File: config.mk
export PLATFORM = sky130hd
export DESIGN_NAME = stcc_timer
export DESIGN_NICKNAME = d
export VERILOG_FILES = /design/src/rtl/stcc_pkg.sv /design/src/rtl/stcc_capture_filter.sv /design/src/rtl/stcc_timer.sv
export VERILOG_INCLUDE_DIRS = /design/src /design/src/rtl
export SDC_FILE = /design/constraint.sdc
export NUM_CORES = 1
export LEC_CHECK = 0
export BUFFER_PORTS_ARGS = -buffer_cell sky130_fd_sc_hd__buf_2
export CAP_MARGIN = 20
export CORE_ASPECT_RATIO = 1.75
export CORE_MARGIN = 2
export CORE_UTILIZATION = 52
export DETAILED_ROUTE_END_ITERATION = 10
export PLACE_DENSITY = 0.71
export SETUP_SLACK_MARGIN = 0.15
export SYNTH_ARGS = -nofsm -noshare
export SYNTH_HDL_FRONTEND = slang
export SYNTH_SLANG_ARGS = --single-unit
File: constraint.sdc
create_clock -name clock -period 6.6 [get_ports clock]
set_input_delay 1.32 -clock clock [delete_from_list [all_inputs] [get_ports clock]]
set_output_delay 1.32 -clock clock [all_outputs]
set_load 0.1 [all_outputs]
File: src/rtl/stcc_params.svh
// constants of the 16-bit timer with compare, modulation and capture
`ifndef STCC_PARAMS_SVH
`define STCC_PARAMS_SVH
// ----------------------------------------
// register offsets on the io bus
// ----------------------------------------
`define STCC_ADDR_CAP_LO 6'h26
`define STCC_ADDR_CAP_HI 6'h27
`define STCC_ADDR_CMP_LO 6'h2a
`define STCC_ADDR_CMP_HI 6'h2b
`define STCC_ADDR_CNT_LO 6'h2c
`define STCC_ADDR_CNT_HI 6'h2d
`define STCC_ADDR_CTRL_B 6'h2e
`define STCC_ADDR_CTRL_A 6'h2f
// ----------------------------------------
// field layout and reset values
// ----------------------------------------
`define STCC_CTRL_A_MASK 8'hc3
`define STCC_CTRL_B_MASK 8'hcf
`define STCC_CTRL_RESET 8'h00
`define STCC_WORD_ZERO 16'h0000
`define STCC_WORD_ONES 16'hffff
`define STCC_TOP_8 16'h00ff
`define STCC_TOP_9 16'h01ff
`define STCC_TOP_10 16'h03ff
`define STCC_NC_SAMPLES 4
`endif

File: src/rtl/stcc_pkg.sv
// types shared by the timer files
package stcc_pkg;
  typedef logic [7:0] stcc_byte_t;
  // clock source select codes
  typedef enum logic [2:0] {
    STCC_CS_STOP = 3'b000, STCC_CS_CLK = 3'b001, STCC_CS_D8 = 3'b010,
    STCC_CS_D64 = 3'b011, STCC_CS_D256 = 3'b100, STCC_CS_D1024 = 3'b101,
    STCC_CS_EXT_FALL = 3'b110, STCC_CS_EXT_RISE = 3'b111
  } stcc_cs_t;
  // modulation select codes
  typedef enum logic [1:0] {
    STCC_PWM_OFF = 2'b00, STCC_PWM_8 = 2'b01, STCC_PWM_9 = 2'b10, STCC_PWM_10 = 2'b11
  } stcc_pwm_t;
  // whole state of the timer except the capture filter
  typedef struct packed {
    logic [15:0] cnt;
    logic [15:0] ocr;
    logic [15:0] ocr_act;
    logic [15:0] cap;
    logic [7:0] temp;
    logic [7:0] ctrl_a;
    logic [7:0] ctrl_b;
    logic [7:0] rdata;
    logic dir_down;
    logic tick_d;
    logic ext_s1, ext_s2, ext_s3;
    logic icp_s1, icp_s2;
    logic aco_s1, aco_s2;
    logic oc_lvl;
    logic oc_oe_n;
    logic cap_flag, cmp_flag, ovf_flag;
  } stcc_state_t;
endpackage

File: src/rtl/stcc_capture_filter.sv
// capture edge detector with optional sample-count noise filter
`include "stcc_params.svh"
module stcc_capture_filter #(
  parameter int SAMPLES = `STCC_NC_SAMPLES
) (
  input wire logic clock,
  input wire logic rst,
  input wire logic ce,
  input wire logic sample,
  input wire logic edge_sel,
  input wire logic filter_en,
  output logic trig
);
  import stcc_pkg::*;

  // ----------------------------------------
  // state
  // ----------------------------------------
  typedef struct packed {
    logic [SAMPLES-1:0] hist; // newest sample in bit 0
    logic lvl;                // accepted input level
    logic trig;               // one-cycle capture request
  } stcc_filt_t;

  stcc_filt_t r, n;

  // next state: accept level, flag change toward chosen polarity
  always_comb begin
    n = r;
    n.hist = {r.hist[SAMPLES-2:0], sample};
    if (filter_en) begin
      // a glitch shorter than the window never moves the level
      if (&n.hist) begin
        n.lvl = 1'b1;
      end else if (~|n.hist) begin
        n.lvl = 1'b0;
      end
    end else begin
      n.lvl = sample;
    end
    n.trig = (n.lvl != r.lvl) && (n.lvl == edge_sel);
  end

  // register the state; ce freezes everything
  always_ff @(posedge clock) begin
    if (rst) begin
      r <= '0;
    end else if (ce) begin
      r <= n;
    end
  end

  assign trig = r.trig;
endmodule

File: src/rtl/stcc_timer.sv
// 16-bit timer/counter: compare, modulation, capture, io registers
`include "stcc_params.svh"
module stcc_timer (
  input wire logic clock,
  input wire logic rst,
  input wire logic ce,
  input wire logic [5:0] io_addr,
  input wire logic io_wr,
  input wire logic io_rd,
  input wire logic [7:0] io_wdata,
  output stcc_pkg::stcc_byte_t io_rdata,
  input wire logic [3:0] presc_tick,
  input wire logic external_count_pin,
  input wire logic capture_input_pin,
  input wire logic comparator_output,
  input wire logic capture_src_comparator,
  input wire logic compare_pin_dir,
  output logic compare_output_pin,
  output logic compare_output_pin_oe_n,
  output logic capture_flag,
  output logic compare_flag,
  output logic overflow_flag
);
  import stcc_pkg::*;

  // ----------------------------------------
  // helpers
  // ----------------------------------------

  // pick the counting tick for a clock select code
  function automatic logic sel_tick(stcc_cs_t cs, logic [3:0] taps,
                                    logic rise, logic fall);
    logic t;
    t = 1'b0;
    unique case (cs)
      STCC_CS_STOP: t = 1'b0;
      STCC_CS_CLK: t = 1'b1;
      STCC_CS_D8: t = taps[0];
      STCC_CS_D64: t = taps[1];
      STCC_CS_D256: t = taps[2];
      STCC_CS_D1024: t = taps[3];
      STCC_CS_EXT_FALL: t = fall;
      STCC_CS_EXT_RISE: t = rise;
    endcase
    return t;
  endfunction

  // turning point of the up/down count
  function automatic logic [15:0] top_of(stcc_pwm_t m);
    logic [15:0] t;
    t = `STCC_TOP_10;
    unique case (m)
      STCC_PWM_OFF: t = `STCC_WORD_ONES;
      STCC_PWM_8: t = `STCC_TOP_8;
      STCC_PWM_9: t = `STCC_TOP_9;
      STCC_PWM_10: t = `STCC_TOP_10;
    endcase
    return t;
  endfunction

  // ----------------------------------------
  // state and decoded controls
  // ----------------------------------------
  stcc_state_t r, n;

  stcc_pwm_t pwm_mode;  // modulation select field
  stcc_cs_t clk_sel;    // clock select field
  logic [1:0] com;      // compare output mode
  logic ctc;            // clear on match enable
  logic edge_sel;       // capture edge select
  logic nc_en;          // capture noise filter enable
  logic pwm_on;         // any modulation mode
  logic [15:0] top;     // turning point in modulation
  logic tick;           // counter advances this cycle
  logic ext_rise;       // synced rising edge of count pin
  logic ext_fall;       // synced falling edge of count pin
  logic match;          // compare match detected this cycle
  logic cap_sample;     // selected capture source level
  logic cap_trig;       // capture request from filter
  logic [15:0] cnt_up;  // counter plus one
  logic [15:0] cnt_dn;  // counter minus one

  assign pwm_mode = stcc_pwm_t'(r.ctrl_a[1:0]);
  assign com = r.ctrl_a[7:6];
  assign nc_en = r.ctrl_b[7];
  assign edge_sel = r.ctrl_b[6];
  assign ctc = r.ctrl_b[3];
  assign clk_sel = stcc_cs_t'(r.ctrl_b[2:0]);
  assign pwm_on = (pwm_mode != STCC_PWM_OFF);
  assign top = top_of(pwm_mode);
  assign cnt_up = r.cnt + 16'h0001;
  assign cnt_dn = r.cnt - 16'h0001;

  // count pin is taken from the synced copy, never from the port
  // direction, so software driving the pin still counts
  assign ext_rise = r.ext_s2 & ~r.ext_s3;
  assign ext_fall = ~r.ext_s2 & r.ext_s3;
  assign tick = sel_tick(clk_sel, presc_tick, ext_rise, ext_fall);

  // the counter lands on a value at a tick, the match is seen one
  // clock later; with a slow tick the value therefore shows once
  assign match = r.tick_d &&
                 (r.cnt == (pwm_on ? (r.ocr_act & top) : r.ocr_act));

  // capture source: pin or comparator, both synced
  assign cap_sample = capture_src_comparator ? r.aco_s2 : r.icp_s2;

  // ----------------------------------------
  // capture edge detection
  // ----------------------------------------
  stcc_capture_filter #(
    .SAMPLES(`STCC_NC_SAMPLES)
  ) u_filter (
    .clock(clock),
    .rst(rst),
    .ce(ce),
    .sample(cap_sample),
    .edge_sel(edge_sel),
    .filter_en(nc_en),
    .trig(cap_trig)
  );

  // ----------------------------------------
  // next state
  // ----------------------------------------
  always_comb begin
    n = r;
    n.cap_flag = 1'b0;
    n.cmp_flag = 1'b0;
    n.ovf_flag = 1'b0;

    // two-stage synchronisers on the asynchronous pins
    n.ext_s1 = external_count_pin;
    n.ext_s2 = r.ext_s1;
    n.ext_s3 = r.ext_s2;
    n.icp_s1 = capture_input_pin;
    n.icp_s2 = r.icp_s1;
    n.aco_s1 = comparator_output;
    n.aco_s2 = r.aco_s1;
    n.tick_d = tick;

    // counting
    if (tick) begin
      if (pwm_on) begin
        // direction flips on arrival at an end point, so a match at
        // zero or top sees the direction of the coming slope
        if (!r.dir_down) begin
          n.cnt = cnt_up;
          if (cnt_up == top) begin
            n.dir_down = 1'b1;
            n.ocr_act = r.ocr;
          end
        end else begin
          n.cnt = cnt_dn;
          if (cnt_dn == `STCC_WORD_ZERO) begin
            n.dir_down = 1'b0;
            n.ovf_flag = 1'b1;
          end
        end
      end else begin
        n.cnt = cnt_up;
        n.dir_down = 1'b0;
        if (r.cnt == `STCC_WORD_ONES) begin
          n.ovf_flag = 1'b1;
        end
      end
    end

    // compare match: flag, clear and pin action
    if (match) begin
      n.cmp_flag = 1'b1;
      if (!pwm_on && ctc) begin
        n.cnt = `STCC_WORD_ZERO;
      end
      if (pwm_on) begin
        // 10 clears going up and sets going down; 11 is the inverse
        if (com == 2'b10) begin
          n.oc_lvl = r.dir_down;
        end else if (com == 2'b11) begin
          n.oc_lvl = ~r.dir_down;
        end
      end else begin
        unique case (com)
          2'b00: n.oc_lvl = r.oc_lvl;
          2'b01: n.oc_lvl = ~r.oc_lvl;
          2'b10: n.oc_lvl = 1'b0;
          2'b11: n.oc_lvl = 1'b1;
        endcase
      end
    end

    // pin is only released to the port when mode and direction agree
    n.oc_oe_n = ~(compare_pin_dir &&
                  (pwm_on ? com[1] : (com != 2'b00)));

    // capture copies the live counter and raises its flag together
    if (cap_trig) begin
      n.cap = r.cnt;
      n.cap_flag = 1'b1;
    end

    // register reads; capture and count low byte reads park the high byte in the latch
    if (io_rd) begin
      unique case (io_addr)
        `STCC_ADDR_CAP_LO: begin
          n.rdata = r.cap[7:0];
          n.temp = r.cap[15:8];
        end
        `STCC_ADDR_CAP_HI: n.rdata = r.temp;
        `STCC_ADDR_CMP_LO: n.rdata = r.ocr[7:0];
        `STCC_ADDR_CMP_HI: n.rdata = r.ocr[15:8];
        `STCC_ADDR_CNT_LO: begin
          n.rdata = r.cnt[7:0];
          n.temp = r.cnt[15:8];
        end
        `STCC_ADDR_CNT_HI: n.rdata = r.temp;
        `STCC_ADDR_CTRL_B: n.rdata = r.ctrl_b & `STCC_CTRL_B_MASK;
        `STCC_ADDR_CTRL_A: n.rdata = r.ctrl_a & `STCC_CTRL_A_MASK;
        default: n.rdata = 8'h00;
      endcase
    end

    // register writes; high bytes go only to the shared latch
    if (io_wr) begin
      unique case (io_addr)
        `STCC_ADDR_CMP_HI: n.temp = io_wdata;
        `STCC_ADDR_CMP_LO: n.ocr = {r.temp, io_wdata};
        `STCC_ADDR_CNT_HI: n.temp = io_wdata;
        `STCC_ADDR_CNT_LO: n.cnt = {r.temp, io_wdata};
        `STCC_ADDR_CTRL_B: n.ctrl_b = io_wdata & `STCC_CTRL_B_MASK;
        `STCC_ADDR_CTRL_A: n.ctrl_a = io_wdata & `STCC_CTRL_A_MASK;
        default: n.temp = n.temp; // capture and unmapped: ignored
      endcase
    end

    // outside modulation the comparator uses the written value at once
    if (!pwm_on) begin
      n.ocr_act = n.ocr;
    end
  end

  // ----------------------------------------
  // state register
  // ----------------------------------------

  // synchronous reset; ce low holds every bit of state
  always_ff @(posedge clock) begin
    if (rst) begin
      r <= '0;
      r.oc_oe_n <= 1'b1;
    end else if (ce) begin
      r <= n;
    end
  end

  // outputs straight from the state register
  assign io_rdata = r.rdata;
  assign compare_output_pin = r.oc_lvl;
  assign compare_output_pin_oe_n = r.oc_oe_n;
  assign capture_flag = r.cap_flag;
  assign compare_flag = r.cmp_flag;
  assign overflow_flag = r.ovf_flag;
endmodule

==> run metrics, run 1 <==
most common flop cell mapped by yosys dfxtp_1; Std-Cell Rows 54; Finished Cell Area approximately 0.007 sq mm; global-route usage over all layers 0.328; final worst path period share 0.554; post-place setup slack about 2.6 ns; top cell type's share of synthesized area 0.332; asr flop ratio synth 0; GRT overflow 0; Post-Layout Cell Count between 1k and 1.5k; Post-DP Area approximately 0.0067 sq mm; CP Data Required Time between 6 and 7 ns; core area 0.0124 sq mm; hold violation total from the final report 0; post-cts gate resize count 0; crit path max fanout 16; DR iter-0 viols approximately 620; First-pass DRT Iterations 9; number of diodes 0; hold_buf cts 0; min Tclk post-route 3.66 ns; Crit. End Element flop; placed instance count between 900 and 1k; first-pass GRT wire length approximately 34000 um; die area about 0.014 sq mm; Clock Tree Root clkbuf_16; RSZ-0062 raised after global routing false; Die Span X between 80 and 90 um; PD cells between 150 and 200 mW/mm^2; Slowest cell on crit path a32oi_4; VDD IR max 0.201 mV; synth warn 0; post-DP HPWL roughly 16000 um; status finished, final reports clean; top-count cell post-synth nand2_1; sequential area share after synthesis 0.332; Lkg Pwr around 2.5 nW; worst path arrival time approximately 3.9 ns; Final ANT Viol Nets 0; I/O Buffers 40; CP Launch Type flop; Syn Std Cell Area around 0.0066 sq mm; Cell Chain, Critical Path ha_1 -> and3_1 -> nand2_1 -> nor4_1 -> a2111o_1 -> o22ai_2 -> a32oi_4 -> mux2_2; clock sinks roughly 110; Final Max Slew Viols 0; wire per inst about 22 um; Yosys cell types 72; largest net degree at the start of global routing between 80 and 90; Skew-Pair Late Insertion Delay between 0.3 and 0.4 ns; maxcap violations 0; routability cong. approximately 0.97; share of layout cells above drive strength 1 0.106; Mean Syn Cell Area 7.70 sq um; register clock-pin slew on the reported worst setup and hold paths ~0.08 ns; Worst Path Buf+Inv 0; Final Setup Violations 0; vias in the first global route between 6k and 7k; DRC viols 0; CP top delay family compound AO/OA/AOI/OAI gates; vias post-DR ~6.6k; Cells after Synth about 850; EDFF count, synth 0; Post CTS Setup Buffer Count 0; Final #Nets between 800 and 900; Vias/cell between 6 and 7; Core Util, Final 0.565; tightest slew margin relative to the limit 0.305; starting density of the core 0.529; Setup WS post-layout between 2 and 3 ns; measured slew at the worst slew-check pin just over 1 ns; Clock Skews between 0.008 and 0.009 ns; drt total wl 21900 um; total power 1.35 mW; die height 153 um; Setup TNS Final 0 ns; Ports between 40 and 50; CTS tree yes; Hold WS between 0.4 and 0.5 ns; CTS H-tree lvls 3; CTS Buf Count 9; CP Class flop to flop; CP peak stage delay between 0.7 and 0.8 ns; initial antenna violation count 0; area leader, netlist dfxtp_1; area grow syn2layout 6.82%; synth cell count leaders nand2_1, dfxtp_1, nor2_1, a21oi_1, clkbuf_1; HP Class flop to flop; Fmax approximately 270 MHz; top cells by area, synth dfxtp_1, nand2_1, a21oi_1; Synthesized Nets 888; post-synthesis register bit count 109; CTS max path bufs 2
[path summary, 6_finish.rpt]
path,start,to,slack (ns),cells after the start
worst max-delay path,r[95],r[63],2.94,8
worst min-delay path,r[55],r[55],0.46,2
worst min register to register,r[55],r[55],0.46,2
worst max register to register,r[95],r[63],2.94,8
[kinds of logic after synthesis]
kind of cell / Yosys count / synth area share
and+or+nand+nor: 366 / 0.268
AOI/OAI and AO/OA: 214 / 0.225
DFF: 109 / 0.332
buffers and inverters: 93 / 0.0602
muxes: 38 / 0.0668
xor gates and xnor gates: 26 / 0.0347
adders and majority gates: 7 / 0.0133
[cell type report]
| cell class | instances | area, sq um |
|---|---|---|
| fillers | 1203 | 5410 |
| multi-input cells | 651 | 4000 |
| flip-flops and latches | 109 | 2180 |
| repair buffers | 47 | 255 |
| clock buffers | 10 | 239 |
| well taps | 168 | 210 |
| clock inverters | 6 | 76.3 |
| inverters | 14 | 52.6 |
[layer usage]
metal / vias up / track usage / routed length (um)
met5: - / 0 / 0
met1: 3105 / 0.385 / 7860
li1: 3035 / - / -
met4: 0 / 0.227 / 1810
met2: 371 / 0.535 / 10700
met3: 116 / 0.0417 / 1520
[state kept, by name, indices dropped and copies added (netlist names), 2 cells and up]
register,cells
pwm_mode,2
u_filter.n,3
clk_sel,3
r,77
n,4
com,2
io_rdata,8
[cell usage in the layout, fill, tap and decap left out, types with 11 or more instances in the layout]
cell type	n
nor2_1	78
buf_2	39
xnor2_1	12
nand4_1	17
nand2_1	140
xor2_1	14
dfxtp_1	109
and3_1	12
nand3_1	25
inv_1	13
o21ai_0	21
a22oi_1	28
a22o_1	18
mux2i_1	21
nor2b_1	21
a21oi_1	72
a31oi_1	11
nor3_1	21
[power by group]
group          internal [mW]  switching [mW]
clock network          0.312           0.258
registers              0.663          0.0145
logic                 0.0341          0.0717
total                   1.01           0.344
[tightest hold or removal path: cells and delay by family (launching register included)]
kind | cells | cell delay, ns
compound gates | 1 | 0.05
simple gates | 1 | 0.05
flops | 1 | 0.31
No activity file was read; power rests on OpenSTA's default activity.
==> run 2: changes to the inputs <==
PLACE_DENSITY = 0.74   (was 0.71)
clock period = 3.12 ns   (was 6.6 ns; I/O delays follow)
==> run 2 against run 1 <==
Non-clock buffer count up 43. Wire length up 8.8%. Die area unchanged. Largest power group unchanged. Cell area up 5.1%. Count of clock-buffer cells in the layout unchanged. Final cell count up 4.3%. Worst hold slack about the same.
==> run metrics, run 2 (synthesis results as in run 1) <==
max reg flops 77; hold violation total from the final report 0; hold path cells 2; CTS max path bufs 2; Lkg Pwr 2.71 nW; number of diodes 0; core area 0.0124 sq mm; hold_buf cts 0; FF-to-FF End r[103]; CTS H-tree lvls 3; largest net degree at the start of global routing between 70 and 80; area grow syn2layout 12.3%; CTS Buf Count 9; Final ANT Viol Nets 0; total power between 2 and 3 mW; drt total wl between 20000 and 25000 um; vias post-DR a little under 7k; Die Span X 89.0 um; vias in the first global route 6599; most common cell after layout, fill and taps aside nand2_1; Final Setup Violations 0; I/O Buffers 40; min-delay src r[60]; First-pass DRT Iterations 9; register clock-pin slew on the reported worst setup and hold paths 0.07 ns; clock sinks 109; DR iter-0 viols around 800; CP peak stage delay 0.63 ns; Post-Layout Cell Count between 1k and 1.5k; status finished, final reports clean; Core Util, Final 0.594; post-DP HPWL 17400 um; wire per inst between 20 and 25 um; measured slew at the worst slew-check pin roughly 0.8 ns; Skew-Pair Late Insertion Delay 0.36 ns; CP Class flop to flop; Ports 41; global-route usage over all layers 0.357; placed instance count ~1k; starting density of the core 0.529; Setup TNS Final 0 ns; most frequent cells in the layout nand2_1, dfxtp_1, nor2_1; Register-to-Register Path Depth 9; reg-to-reg setup timing slack around 0.24 ns; min Tclk post-route approximately 2.9 ns; Clock Skews around 0.011 ns; CP top delay family simple AND/OR/NAND/NOR gates; VDD IR max approximately 0.42 mV; maxcap violations 0; share of layout cells above drive strength 1 0.155; CTS tree yes; PD cells between 300 and 400 mW/mm^2; Slowest cell on crit path or4b_2; RSZ-0062 raised after global routing true; CP Launch Type flop; Final Max Slew Viols 0; CP Data Required Time about 3.4 ns; Cell Chain, Critical Path inv_1 -> ha_4 -> inv_1 -> a21boi_0 -> xor2_1 -> nand4b_1 -> o31a_1 -> or4b_2 -> a31oi_1; GRT overflow 0; tightest slew margin relative to the limit 0.471; reg2reg start pwm_mode[0]; final worst path period share 0.922; Biggest register r; CP dominant cell by count inv_1; Std-Cell Rows between 50 and 60; die height 153 um; Vias/cell roughly 6.6; HP Class flop to flop; Worst Setup SP pwm_mode[0]; initial antenna violation count 0; Fmax ~350 MHz; die area between 0.01 and 0.015 sq mm; first-pass GRT wire length 36500 um; Hold Path Sink r[60]; Worst Path Buf+Inv 2; Crit. End Element flop; Final #Nets 910; routability cong. ~1.1; crit path max fanout 12; DRC viols 0; Clock Tree Root clkbuf_16; worst path arrival time approximately 3.1 ns
==> run 2: changes by cell type in the layout (fill, tap and decap cells not counted), moves of 2 or more <==
cell / before / now
buf_12: 0 / 2
buf_4: 8 / 49
clkinvlp_4: 0 / 2
o32ai_1: 4 / 2
o32ai_2: 0 / 2
==> run 2: how the worst max path moves through the flow <==
| stage | endpoint | slack (ns) | cells past startpoint |
|---|---|---|---|
| floorplan | r[68] | 0.53 | 7 |
| global placement | r[103] | 0.11 | 9 |
| detailed placement | r[100] | 0.10 | 10 |
| CTS | r[100] | 0.17 | 10 |
| global route | r[104] | 0.12 | 9 |
| finish | r[103] | 0.24 | 9 |
==> run 2: what timing repair did <==
| action | CTS | global route |
|---|---|---|
| resized for setup | 2 | 5 |
| pin swaps | 0 | 2 |
| setup buffers | 0 | 3 |
| cloned | 0 | 0 |
| endpoints found under the setup margin | 6 | 26 |
==> run 2: layout make-up <==
class                   instances  area, sq um
clock inverters                 6         55.1
clock buffers                  10          229
well taps                     168          210
inverters                      14         52.6
multi-input cells             651         4050
repair buffers                 90          603
flip-flops and latches        109         2180
fillers                      1162         5050
==> run 2: metrics by stage <==
| stage | hold WS [ns] | setup WS, ns | cell area, sq um |
|---|---|---|---|
| floorplan | 0.436 | 0.534 | 6570 |
| global placement | 0.442 | 0.113 | 7020 |
| detailed placement | 0.449 | 0.102 | 7020 |
| CTS | 0.459 | 0.171 | 7310 |
| global route | 0.481 | 0.119 | 7380 |
| finish | 0.459 | 0.242 | 7380 |
==> run 2: per-layer routing <==
metal / track usage / part of all wire / vias up
li1: - / - / 3118
met1: 0.407 / 0.35 / 3231
met2: 0.593 / 0.49 / 472
met3: 0.0466 / 0.076 / 140
met4: 0.251 / 0.084 / 0
met5: 0 / 0 / -
==> run 2: worst register-to-register path, stage by stage, from the launching register on <==
cell and delay, ns:
dfxtp_1 0.35, inv_1 0.13, ha_4 0.25, inv_1 0.15, a21boi_0 0.24, xor2_1 0.20, nand4b_1 0.23, o31a_1 0.36
or4b_2 0.63, a31oi_1 0.25
==> run 2: report_power, final <==
part           switching [mW]  total (mW)  internal [mW]
clock network           0.567        1.13          0.558
registers              0.0138        1.42           1.40
logic                   0.181       0.272         0.0911
total                   0.762        2.81           2.05
